--- config.mk ---
export PLATFORM = sky130hd
export DESIGN_NAME = ntvmsi_cap
export DESIGN_NICKNAME = d
export VERILOG_FILES = /design/src/pkg/ntvmsi_pkg.sv /design/src/hw/ntvmsi_cap.sv
export SDC_FILE = /design/constraint.sdc
export NUM_CORES = 1
export LEC_CHECK = 0
export ABC_CLOCK_PERIOD_IN_PS = 2700
export BUFFER_PORTS_ARGS = -buffer_cell sky130_fd_sc_hd__buf_2
export CAP_MARGIN = 20
export CORE_UTILIZATION = 52
export CTS_BUF_LIST = sky130_fd_sc_hd__clkbuf_4
export DETAILED_ROUTE_END_ITERATION = 10
export PLACE_DENSITY_LB_ADDON = 0.3
export SLEW_MARGIN = 10
export SYNTH_ARGS = -nofsm -noshare
export SYNTH_HDL_FRONTEND = slang
export SYNTH_SLANG_ARGS = --single-unit
export TNS_END_PERCENT = 10
--- constraint.sdc ---
create_clock -name clk -period 2.7 [get_ports clk]
set_clock_uncertainty 0.15 [all_clocks]
set_input_delay 0.27 -clock clk [delete_from_list [all_inputs] [get_ports clk]]
set_output_delay 0.27 -clock clk [all_outputs]
set_load 0.01 [all_outputs]
--- src/pkg/ntvmsi_pkg.sv ---
// Package: MSI capability offsets, fields, defaults, carrier and state types
package ntvmsi_pkg;
  localparam int ADDR_W = 8;
  localparam int DATA_W = 32;
  localparam int NCAT = 4;
  localparam int VEC_W = 2;
  localparam int ALLOC_W = 3;
  localparam int MSG_DATA_W = 16;
  localparam int MASK_BYTE = 0;
  localparam int LINK_SRC_N = 4;

  // Byte offsets, 64-bit layout and relocated 32-bit layout
  localparam logic [ADDR_W-1:0] OFF_CTRL = 8'h48;
  localparam logic [ADDR_W-1:0] OFF_ADDR_LO = 8'h4c;
  localparam logic [ADDR_W-1:0] OFF_ADDR_HI = 8'h50;
  localparam logic [ADDR_W-1:0] OFF_DATA_64 = 8'h54;
  localparam logic [ADDR_W-1:0] OFF_MASK_64 = 8'h58;
  localparam logic [ADDR_W-1:0] OFF_STAT_64 = 8'h5c;
  localparam logic [ADDR_W-1:0] OFF_DATA_32 = 8'h50;
  localparam logic [ADDR_W-1:0] OFF_MASK_32 = 8'h54;
  localparam logic [ADDR_W-1:0] OFF_STAT_32 = 8'h58;
  localparam logic [ADDR_W-1:0] OFF_RSVD = 8'h60;

  // Control word field positions
  localparam int CAP_ID_LSB = 0;
  localparam int NEXT_PTR_LSB = 8;
  localparam int EN_BIT = 16;
  localparam int MMC_LSB = 17;
  localparam int MME_LSB = 20;
  localparam int A64_BIT = 23;
  localparam int PVM_BIT = 24;
  localparam int CTRL_HI_BYTE = 2;
  localparam int ADDR_LO_ZERO_W = 2;

  // Allocation codes
  localparam logic [ALLOC_W-1:0] ALLOC_ONE = 3'h0;
  localparam logic [ALLOC_W-1:0] ALLOC_TWO = 3'h1;
  localparam logic [ALLOC_W-1:0] ALLOC_FOUR = 3'h2;
  localparam logic [ALLOC_W-1:0] ALLOC_EIGHT = 3'h3;

  // Reset values
  localparam logic [7:0] CAP_ID_RST = 8'h05;
  localparam logic [7:0] NEXT_PTR_RST = 8'h68;
  localparam logic [ALLOC_W-1:0] MMC_RST = ALLOC_EIGHT;
  localparam logic [ALLOC_W-1:0] MME_RST = ALLOC_ONE;
  localparam logic EN_RST = 1'b0;
  localparam logic A64_RST = 1'b1;
  localparam logic PVM_RST = 1'b1;

  // Category positions in mask and status words
  localparam int CAT_PM = 0;
  localparam int CAT_LINK = 1;
  localparam int CAT_GPIO = 2;
  localparam int CAT_DB = 3;
  localparam logic [VEC_W-1:0] VEC_SHARED = 2'h0;
  localparam logic [VEC_W-1:0] VEC_LINK_TWO = 2'h1;
  localparam logic [NCAT-1:0] EXIST_ONE = 4'h1;
  localparam logic [NCAT-1:0] EXIST_TWO = 4'h3;
  localparam logic [NCAT-1:0] EXIST_FOUR = 4'hf;
  localparam int DBITS_TWO = 1;
  localparam int DBITS_FOUR = 2;
  localparam int DBITS_EIGHT = 3;

  typedef struct packed {
    logic [7:0] cap_id;
    logic [7:0] next_ptr;
    logic [ALLOC_W-1:0] mmc;
    logic addr64;
    logic pvm;
  } ntvmsi_cfg_s;

  typedef struct packed {
    logic pm;
    logic [LINK_SRC_N-1:0] link;
    logic gpio;
    logic doorbell;
  } ntvmsi_evt_s;

  typedef struct packed {
    logic [63:0] addr;
    logic [DATA_W-1:0] data;
    logic [VEC_W-1:0] vector;
  } ntvmsi_msg_s;

  typedef enum logic [1:0] {
    NTVMSI_IDLE = 2'b01,
    NTVMSI_SEND = 2'b10
  } ntvmsi_send_e;

  typedef enum logic [6:0] {
    NTVMSI_SEL_NONE = 7'b0000001,
    NTVMSI_SEL_CTRL = 7'b0000010,
    NTVMSI_SEL_ALO = 7'b0000100,
    NTVMSI_SEL_AHI = 7'b0001000,
    NTVMSI_SEL_DATA = 7'b0010000,
    NTVMSI_SEL_MASK = 7'b0100000,
    NTVMSI_SEL_STAT = 7'b1000000
  } ntvmsi_sel_e;

  typedef struct packed {
    ntvmsi_cfg_s cfg;
    logic en;
    logic [ALLOC_W-1:0] mme;
    logic [DATA_W-1:0] addr_lo;
    logic [DATA_W-1:0] addr_hi;
    logic [MSG_DATA_W-1:0] data;
    logic [NCAT-1:0] mask;
    logic [NCAT-1:0] pend;
    ntvmsi_send_e send;
    logic msi_req;
    ntvmsi_msg_s msg;
    logic waitreq;
    logic [DATA_W-1:0] rdata;
    logic legacy_n;
    logic intx_en;
  } ntvmsi_state_s;

  localparam ntvmsi_state_s STATE_RST = '{
    cfg: '{cap_id: CAP_ID_RST, next_ptr: NEXT_PTR_RST, mmc: MMC_RST, addr64: A64_RST, pvm: PVM_RST},
    en: EN_RST,
    mme: MME_RST,
    addr_lo: '0,
    addr_hi: '0,
    data: '0,
    mask: '0,
    pend: '0,
    send: NTVMSI_IDLE,
    msi_req: 1'b0,
    msg: '0,
    waitreq: 1'b1,
    rdata: '0,
    legacy_n: 1'b1,
    intx_en: 1'b1
  };
endpackage

--- src/hw/ntvmsi_cap.sv ---
// MSI capability block for the virtual side of a non-transparent port
//
// The Avalon-MM slave port is this design's own decision.
module ntvmsi_cap (
  input wire logic clk,
  input wire logic rst_n,
  input wire logic [ntvmsi_pkg::ADDR_W-1:0] avs_address,
  input wire logic avs_read,
  input wire logic avs_write,
  input wire logic [ntvmsi_pkg::DATA_W-1:0] avs_writedata,
  input wire logic [3:0] avs_byteenable,
  output logic [ntvmsi_pkg::DATA_W-1:0] avs_readdata,
  output logic avs_waitrequest,
  input wire logic cfg_load,
  input wire ntvmsi_pkg::ntvmsi_cfg_s cfg_in,
  input wire ntvmsi_pkg::ntvmsi_evt_s evt_in,
  input wire logic [ntvmsi_pkg::NCAT-1:0] cat_clear,
  output logic msi_req,
  output ntvmsi_pkg::ntvmsi_msg_s msi_msg,
  input wire logic msi_ack,
  output logic intx_enable,
  output logic legacy_interrupt_out_n
);

  ntvmsi_pkg::ntvmsi_state_s st_q;
  ntvmsi_pkg::ntvmsi_state_s st_d;

  // Allocation in effect, clamped to the advertised capability
  function automatic logic [ntvmsi_pkg::ALLOC_W-1:0] eff_alloc(
    input logic [ntvmsi_pkg::ALLOC_W-1:0] mme,
    input logic [ntvmsi_pkg::ALLOC_W-1:0] mmc
  );
    logic [ntvmsi_pkg::ALLOC_W-1:0] cap;
    cap = (mmc > ntvmsi_pkg::ALLOC_EIGHT) ? ntvmsi_pkg::ALLOC_EIGHT : mmc;
    return (mme > cap) ? cap : mme;
  endfunction

  // Vector that carries a category
  function automatic logic [ntvmsi_pkg::VEC_W-1:0] cat_vector(
    input int cat,
    input logic [ntvmsi_pkg::ALLOC_W-1:0] eff
  );
    logic [ntvmsi_pkg::VEC_W-1:0] v;
    if (eff >= ntvmsi_pkg::ALLOC_FOUR) begin
      v = ntvmsi_pkg::VEC_W'(cat);
    end else if (eff == ntvmsi_pkg::ALLOC_TWO) begin
      v = (cat == ntvmsi_pkg::CAT_LINK) ? ntvmsi_pkg::VEC_LINK_TWO : ntvmsi_pkg::VEC_SHARED;
    end else begin
      v = ntvmsi_pkg::VEC_SHARED;
    end
    return v;
  endfunction

  // Per-vector view of the category pending bits
  function automatic logic [ntvmsi_pkg::NCAT-1:0] vec_view(
    input logic [ntvmsi_pkg::NCAT-1:0] pend,
    input logic [ntvmsi_pkg::ALLOC_W-1:0] eff
  );
    logic [ntvmsi_pkg::NCAT-1:0] v;
    v = '0;
    for (int c = 0; c < ntvmsi_pkg::NCAT; c++) begin
      v[cat_vector(c, eff)] = v[cat_vector(c, eff)] | pend[c];
    end
    return v;
  endfunction

  // Mask and status bits that exist for an allocation
  function automatic logic [ntvmsi_pkg::NCAT-1:0] bits_exist(input logic [ntvmsi_pkg::ALLOC_W-1:0] eff);
    logic [ntvmsi_pkg::NCAT-1:0] e;
    if (eff >= ntvmsi_pkg::ALLOC_FOUR) begin
      e = ntvmsi_pkg::EXIST_FOUR;
    end else if (eff == ntvmsi_pkg::ALLOC_TWO) begin
      e = ntvmsi_pkg::EXIST_TWO;
    end else begin
      e = ntvmsi_pkg::EXIST_ONE;
    end
    return e;
  endfunction

  // Register select with 32-bit relocation
  function automatic ntvmsi_pkg::ntvmsi_sel_e decode(
    input logic [ntvmsi_pkg::ADDR_W-1:0] a,
    input logic a64
  );
    ntvmsi_pkg::ntvmsi_sel_e s;
    s = ntvmsi_pkg::NTVMSI_SEL_NONE;
    if (a == ntvmsi_pkg::OFF_CTRL) begin
      s = ntvmsi_pkg::NTVMSI_SEL_CTRL;
    end else if (a == ntvmsi_pkg::OFF_ADDR_LO) begin
      s = ntvmsi_pkg::NTVMSI_SEL_ALO;
    end else if (a64) begin
      if (a == ntvmsi_pkg::OFF_ADDR_HI) begin
        s = ntvmsi_pkg::NTVMSI_SEL_AHI;
      end else if (a == ntvmsi_pkg::OFF_DATA_64) begin
        s = ntvmsi_pkg::NTVMSI_SEL_DATA;
      end else if (a == ntvmsi_pkg::OFF_MASK_64) begin
        s = ntvmsi_pkg::NTVMSI_SEL_MASK;
      end else if (a == ntvmsi_pkg::OFF_STAT_64) begin
        s = ntvmsi_pkg::NTVMSI_SEL_STAT;
      end
    end else begin
      if (a == ntvmsi_pkg::OFF_DATA_32) begin
        s = ntvmsi_pkg::NTVMSI_SEL_DATA;
      end else if (a == ntvmsi_pkg::OFF_MASK_32) begin
        s = ntvmsi_pkg::NTVMSI_SEL_MASK;
      end else if (a == ntvmsi_pkg::OFF_STAT_32) begin
        s = ntvmsi_pkg::NTVMSI_SEL_STAT;
      end
    end
    return s;
  endfunction

  // Byte-enable merge of a write into an old word
  function automatic logic [ntvmsi_pkg::DATA_W-1:0] be_merge(
    input logic [ntvmsi_pkg::DATA_W-1:0] old,
    input logic [ntvmsi_pkg::DATA_W-1:0] wd,
    input logic [3:0] be
  );
    logic [ntvmsi_pkg::DATA_W-1:0] r;
    r = old;
    for (int b = 0; b < 4; b++) begin
      if (be[b]) begin
        r[b*8 +: 8] = wd[b*8 +: 8];
      end
    end
    return r;
  endfunction

  // Message data with the vector number in the low bits owned by the device
  function automatic logic [ntvmsi_pkg::DATA_W-1:0] msg_data(
    input logic [ntvmsi_pkg::MSG_DATA_W-1:0] base,
    input logic [ntvmsi_pkg::VEC_W-1:0] vec,
    input logic [ntvmsi_pkg::ALLOC_W-1:0] eff
  );
    logic [ntvmsi_pkg::DATA_W-1:0] d;
    int nbits;
    logic [ntvmsi_pkg::DBITS_EIGHT-1:0] vnum;
    d = '0;
    d[ntvmsi_pkg::MSG_DATA_W-1:0] = base;
    nbits = 0;
    if (eff == ntvmsi_pkg::ALLOC_TWO) begin
      nbits = ntvmsi_pkg::DBITS_TWO;
    end else if (eff == ntvmsi_pkg::ALLOC_FOUR) begin
      nbits = ntvmsi_pkg::DBITS_FOUR;
    end else if (eff == ntvmsi_pkg::ALLOC_EIGHT) begin
      nbits = ntvmsi_pkg::DBITS_EIGHT;
    end
    // Top data bit stays 0 under eight: vectors 4 to 7 are never sent
    vnum = {1'b0, vec};
    for (int i = 0; i < ntvmsi_pkg::DBITS_EIGHT; i++) begin
      if (i < nbits) begin
        d[i] = vnum[i];
      end
    end
    return d;
  endfunction

  // Lowest numbered ready vector
  function automatic logic [ntvmsi_pkg::VEC_W-1:0] lowest_vec(input logic [ntvmsi_pkg::NCAT-1:0] rv);
    logic [ntvmsi_pkg::VEC_W-1:0] p;
    p = '0;
    for (int v = ntvmsi_pkg::NCAT - 1; v >= 0; v--) begin
      if (rv[v]) begin
        p = ntvmsi_pkg::VEC_W'(v);
      end
    end
    return p;
  endfunction

  // Categories carried by one vector
  function automatic logic [ntvmsi_pkg::NCAT-1:0] vec_cats(
    input logic [ntvmsi_pkg::VEC_W-1:0] vec,
    input logic [ntvmsi_pkg::ALLOC_W-1:0] eff
  );
    logic [ntvmsi_pkg::NCAT-1:0] m;
    m = '0;
    for (int c = 0; c < ntvmsi_pkg::NCAT; c++) begin
      m[c] = (cat_vector(c, eff) == vec);
    end
    return m;
  endfunction

  // Control word as read, reserved bits zero
  function automatic logic [ntvmsi_pkg::DATA_W-1:0] ctrl_word(input ntvmsi_pkg::ntvmsi_state_s s);
    logic [ntvmsi_pkg::DATA_W-1:0] w;
    w = '0;
    w[ntvmsi_pkg::CAP_ID_LSB +: 8] = s.cfg.cap_id;
    w[ntvmsi_pkg::NEXT_PTR_LSB +: 8] = s.cfg.next_ptr;
    w[ntvmsi_pkg::EN_BIT] = s.en;
    w[ntvmsi_pkg::MMC_LSB +: ntvmsi_pkg::ALLOC_W] = s.cfg.mmc;
    w[ntvmsi_pkg::MME_LSB +: ntvmsi_pkg::ALLOC_W] = s.mme;
    w[ntvmsi_pkg::A64_BIT] = s.cfg.addr64;
    w[ntvmsi_pkg::PVM_BIT] = s.cfg.pvm;
    return w;
  endfunction

  // Message address, upper half zero without 64-bit addressing
  function automatic logic [2*ntvmsi_pkg::DATA_W-1:0] msg_addr(input ntvmsi_pkg::ntvmsi_state_s s);
    logic [2*ntvmsi_pkg::DATA_W-1:0] a;
    a = {{ntvmsi_pkg::DATA_W{1'b0}}, s.addr_lo};
    if (s.cfg.addr64) begin
      a[2*ntvmsi_pkg::DATA_W-1:ntvmsi_pkg::DATA_W] = s.addr_hi;
    end
    return a;
  endfunction

  logic [ntvmsi_pkg::ALLOC_W-1:0] eff;
  logic [ntvmsi_pkg::NCAT-1:0] exist;
  logic [ntvmsi_pkg::NCAT-1:0] mask_eff;
  logic [ntvmsi_pkg::NCAT-1:0] vpend;
  logic [ntvmsi_pkg::NCAT-1:0] ready_vec;
  logic [ntvmsi_pkg::NCAT-1:0] pend_set;
  logic [ntvmsi_pkg::NCAT-1:0] pend_clr;
  logic [ntvmsi_pkg::VEC_W-1:0] pick;
  logic [ntvmsi_pkg::DATA_W-1:0] merged;
  logic [ntvmsi_pkg::DATA_W-1:0] rd;
  ntvmsi_pkg::ntvmsi_sel_e sel;
  logic accept;
  logic first;

  always_comb begin
    st_d = st_q;
    eff = eff_alloc(st_q.mme, st_q.cfg.mmc);
    // No mask or status bits without per-vector masking
    exist = st_q.cfg.pvm ? bits_exist(eff) : '0;
    mask_eff = st_q.mask & exist;
    vpend = vec_view(st_q.pend, eff);
    ready_vec = vpend & ~mask_eff;
    sel = decode(avs_address, st_q.cfg.addr64);
    first = (avs_read | avs_write) & st_q.waitreq;
    accept = (avs_read | avs_write) & ~st_q.waitreq;
    pend_clr = cat_clear;
    pick = '0;

    // Bus: wait one cycle, answer on the second
    st_d.waitreq = ~first;

    // Read view, reserved bits zero
    rd = '0;
    case (sel)
      ntvmsi_pkg::NTVMSI_SEL_CTRL: begin
        rd = ctrl_word(st_q);
      end
      ntvmsi_pkg::NTVMSI_SEL_ALO: begin
        rd = st_q.addr_lo;
      end
      ntvmsi_pkg::NTVMSI_SEL_AHI: begin
        rd = st_q.addr_hi;
      end
      ntvmsi_pkg::NTVMSI_SEL_DATA: begin
        rd[ntvmsi_pkg::MSG_DATA_W-1:0] = st_q.data;
      end
      ntvmsi_pkg::NTVMSI_SEL_MASK: begin
        rd[ntvmsi_pkg::NCAT-1:0] = mask_eff;
      end
      ntvmsi_pkg::NTVMSI_SEL_STAT: begin
        rd[ntvmsi_pkg::NCAT-1:0] = vpend & exist;
      end
      default: begin
        rd = '0;
      end
    endcase
    // Write merge starts from the read view of the same word
    merged = be_merge(rd, avs_writedata, avs_byteenable);
    if (first & avs_read) begin
      st_d.rdata = rd;
    end

    // Writes take effect on the answering edge
    if (accept & avs_write) begin
      case (sel)
        ntvmsi_pkg::NTVMSI_SEL_CTRL: begin
          if (avs_byteenable[ntvmsi_pkg::CTRL_HI_BYTE]) begin
            st_d.en = avs_writedata[ntvmsi_pkg::EN_BIT];
            st_d.mme = avs_writedata[ntvmsi_pkg::MME_LSB +: ntvmsi_pkg::ALLOC_W];
          end
        end
        ntvmsi_pkg::NTVMSI_SEL_ALO: begin
          st_d.addr_lo = merged;
          st_d.addr_lo[ntvmsi_pkg::ADDR_LO_ZERO_W-1:0] = '0;
        end
        ntvmsi_pkg::NTVMSI_SEL_AHI: begin
          st_d.addr_hi = merged;
        end
        ntvmsi_pkg::NTVMSI_SEL_DATA: begin
          st_d.data = merged[ntvmsi_pkg::MSG_DATA_W-1:0];
        end
        ntvmsi_pkg::NTVMSI_SEL_MASK: begin
          if (avs_byteenable[ntvmsi_pkg::MASK_BYTE]) begin
            st_d.mask = (st_q.mask & ~exist) | (avs_writedata[ntvmsi_pkg::NCAT-1:0] & exist);
          end
        end
        default: begin
          st_d.rdata = st_q.rdata;
        end
      endcase
    end

    if (cfg_load) begin
      st_d.cfg = cfg_in;
    end

    // Event sorting into categories
    pend_set = '0;
    pend_set[ntvmsi_pkg::CAT_PM] = evt_in.pm;
    pend_set[ntvmsi_pkg::CAT_LINK] = |evt_in.link;
    pend_set[ntvmsi_pkg::CAT_GPIO] = evt_in.gpio;
    pend_set[ntvmsi_pkg::CAT_DB] = evt_in.doorbell;

    // Message issue, lowest ready vector first
    case (st_q.send)
      ntvmsi_pkg::NTVMSI_IDLE: begin
        if (st_q.en && (|ready_vec)) begin
          pick = lowest_vec(ready_vec);
          pend_clr = pend_clr | vec_cats(pick, eff);
          st_d.msg.addr = msg_addr(st_q);
          st_d.msg.data = msg_data(st_q.data, pick, eff);
          st_d.msg.vector = pick;
          st_d.msi_req = 1'b1;
          st_d.send = ntvmsi_pkg::NTVMSI_SEND;
        end
      end
      ntvmsi_pkg::NTVMSI_SEND: begin
        if (msi_ack) begin
          st_d.msi_req = 1'b0;
          st_d.send = ntvmsi_pkg::NTVMSI_IDLE;
        end
      end
      default: begin
        st_d.msi_req = 1'b0;
        st_d.send = ntvmsi_pkg::NTVMSI_IDLE;
      end
    endcase

    // New events win over clears in the same cycle
    st_d.pend = (st_q.pend & ~pend_clr) | pend_set;

    // Legacy path only while messages are disabled
    st_d.intx_en = ~st_q.en;
    st_d.legacy_n = ~(~st_q.en & (|st_q.pend));
  end

  always_ff @(posedge clk or negedge rst_n) begin
    if (!rst_n) begin
      st_q <= ntvmsi_pkg::STATE_RST;
    end else begin
      st_q <= st_d;
    end
  end

  assign avs_readdata = st_q.rdata;
  assign avs_waitrequest = st_q.waitreq;
  assign msi_req = st_q.msi_req;
  assign msi_msg = st_q.msg;
  assign intx_enable = st_q.intx_en;
  assign legacy_interrupt_out_n = st_q.legacy_n;

endmodule

==> results.json <==
{
  "grt_overflow_total": 0,
  "register_area_um2": 5720,
  "crit_type": "register to register",
  "dieArea_um2": 23100,
  "syn_area_per_cell_um2": 11.1,
  "violations": "DRC, setup timing",
  "cts_tree": "done",
  "avgRoutedWirePerCell_um": 18.5,
  "die_w_um": 152,
  "antenna_found_initial": 1,
  "core_um2": 22000,
  "start_util_pct": 53.3,
  "tightest_slew_ns": 0.706,
  "clockRootBuffer": "clkbuf_4",
  "synth_ff_type": "dfrtp_1",
  "crit_path_start_kind": "register",
  "cts_buffers": 61,
  "area_growth_pct": 22.6,
  "powerDensity_nw_per_um2": 550,
  "ys_types": 62,
  "viasPerCell": 5.32,
  "track_usage_pct": 25.6,
  "grt_pass1_vias": 8744,
  "ir_drop_mv": 0.285,
  "path_cells": "or2_4 -> inv_4 -> ha_4 -> and3b_2 -> nor3_4 -> o21ai_1 -> and2_4 -> o31a_4 -> clkbuf_16 -> mux2_4",
  "drive_gt1_share_pct": 40.5,
  "yosys.area.top_type": "dfrtp_1",
  "hpwl_um": 19300,
  "finalInstanceArea_um2": 14300,
  "path_delay_family": "simple AND/OR/NAND/NOR gates",
  "multi_input_area_um2": 4770,
  "synthesis.instances": 1051,
  "clkSinkCount": 228,
  "cp_slowest_cell": "dfstp_2",
  "ant_nets": 0,
  "worst_setup_path_end_kind": "register",
  "rows": 54,
  "top_usage_layer": "met2",
  "drt-initial-drc-count": 496,
  "preCtsSetupSlack_ns": -0.216,
  "min_period_ns": 2.90,
  "power_leakage_uw": 0.00696,
  "routed_wirelength_um": 29900,
  "fin_nets": 1376,
  "dieHeight_um": 152,
  "synth.area.top_cells": "dfrtp_1 46%, mux2_2 8.4%, buf_4 8.3%, mux2_4 5.6%, mux2i_1 5.6%",
  "final_cell_count_no_fill": 1621,
  "htree_levels": 2,
  "clkTransAtPathRegs_ns": 0.07,
  "drcViolationCount": 26,
  "clockBufferDepth": 3,
  "use_met3_pct": 4.91,
  "drv_slew": 0,
  "pin_count": 216,
  "grt_max_degree": 77,
  "layout_setup_ws_ns": -0.205,
  "cp_num_buf_inv": 2,
  "cp_slowest_stage_delay_ns": 0.53,
  "arrival_ns": 3.31,
  "syn_area_um2": 11700,
  "synth-seq-cells": 228,
  "final_core_util_pct": 65.3,
  "hold_viol_final": 0,
  "dp_cells": 1413,
  "gp_congestion": 0.884,
  "ys_warn_count": 0,
  "outcome": "complete, but fails checks",
  "crit_path_max_fanout": 8,
  "grt_use_met1_pct": 35.3,
  "maxSlewHeadroom_pct": 52.8,
  "hold_path.class": "input port to register",
  "required_ns": 3.10,
  "yosysSeqAreaShare_pct": 48.9,
  "synth.top_cell.area_share_pct": 46.0,
  "gr-usage-met2_pct": 40.6,
  "rsz0062_at_grt": "true",
  "grt_pass1_wl_um": 46600,
  "dpl-instance-area_um2": 12400,
  "insertion_delay_ns": 0.68,
  "via_count": 8631,
  "setup_violations": 80,
  "fin_crit_sh_pct": 108,
  "drtPass1Iterations": 9,
  "drv_cap": 0,
  "async_reset_ff_share_pct": 100,
  "fmax_ghz": 0.344,
  "synth_edf_count": 0,
  "n_fill_cell": 1709,
  "portBuffers": 197
}
==> final timing paths <==
kind / startpoint / slack (ns) / depth (start not counted) / endpoint
worst max-delay path: st_q[231] / -0.20 / 10 / msi_msg[51]
worst min-delay path: avs_byteenable[2] / 0.08 / 3 / st_q[180]
worst max register to register: st_q[231] / -0.20 / 10 / msi_msg[51]
worst min register to register: avs_readdata[13] / 0.32 / 2 / avs_readdata[13]
max in group asynchronous: rst_n / 0.73 / 4 / msi_msg[69]
min in group asynchronous: rst_n / 0.53 / 3 / msi_msg[70]
==> registers in the layout, summed over array words and instances, names as in the netlist, named ones only <==
register	flops
avs_readdata	32
avs_waitrequest	1
intx_enable	1
legacy_interrupt_out_n	1
msi_msg	80
st_q	109
==> cell type report <==
class | count | share of cell area [%]
clock inverter | 17 | 0.497
sequential | 228 | 39.9
inverter | 40 | 1.06
clock buffer | 95 | 4.97
tap | 280 | 2.44
antenna | 1 | 0.0174
multi-input combinational | 614 | 33.2
timing repair buffer | 346 | 17.9
==> power breakdown <==
part           internal (uW)  switching (uW)  leakage (uW)
logic                    505             591       0.00351
registers               3630             130       0.00297
clock network           1600            1430      0.000480
total                   5730            2160       0.00696
==> worst register-to-register path, cell delays in order, from the launching register on <==
cell       delay, ns
dfstp_2         0.53
or2_4           0.13
inv_4           0.04
ha_4            0.25
and3b_2         0.24
nor3_4          0.20
o21ai_1         0.10
and2_4          0.16
o31a_4          0.46
clkbuf_16       0.23
mux2_4          0.30
==> cells in the mapped netlist (13+ instances only) <==
master / count
mux2_4: 44
mux2i_1: 65
clkbuf_1: 36
o2bb2ai_1: 16
a21oi_1: 20
dfrtp_1: 215
o31ai_1: 15
nor2_1: 15
inv_1: 40
mux2_2: 87
o21ai_0: 79
a22oi_1: 17
buf_4: 130
dfstp_2: 13
nand2_1: 131
nor3_1: 15
==> stage by stage <==
| step | hold WS [ns] | total power [uW] | TNS (ns) |
|---|---|---|---|
| global placement | 0.156 | 4780 | -5.17 |
| finish | 0.0839 | 7890 | -12.23 |
| global route | 0.0424 | 8260 | -18.54 |
| CTS | 0.0248 | 7950 | -8.81 |
| detailed placement | 0.155 | 4800 | -10.37 |
| floorplan | -0.176 | 4520 | -4.20 |
==> what timing repair did <==
item / CTS / global route
gates cloned: 1 / 3
endpoints found under the hold margin: 336 / 0
endpoints found under the setup margin: 71 / 101
setup buffers: 1 / 9
hold buffers: 81 / 0
pin swaps: 4 / 6
gates resized for setup: 8 / 21
==> kinds of logic after synthesis <==
| kind of cell | after synthesis | synth area share [%] |
|---|---|---|
| AND/OR/NAND/NOR | 208 | 8.17 |
| AO/OA/AOI/OAI | 186 | 10.4 |
| adder cells (fa/ha/maj) | 3 | 0.321 |
| multiplexers | 197 | 19.7 |
| buffers and inverters | 226 | 12.4 |
| XOR/XNOR | 1 | 0.0748 |
| flip-flops | 228 | 48.9 |
| other | 2 | 0.0642 |
==> per-layer routing <==
metal	up-vias	part of all wire (%)	wire length [um]
met5	-	0	0
met4	0	2.5	744
met3	65	6.4	1910
met2	302	46	13900
met1	4226	45	13400
li1	4038	-	-
==> cells in the final DEF (no fill, tap or decap), types with 39 or more instances in the layout <==
cell type,Yosys,routed
dfrtp_1,215,215
buf_2,6,196
nand2_1,131,128
clkbuf_4,0,95
mux2_2,87,87
dlygate4sd3_1,0,81
o21ai_0,79,78
mux2i_1,65,64
buf_4,130,45
mux2_4,44,44
inv_1,40,39
Power figures use the tool's default switching activity.
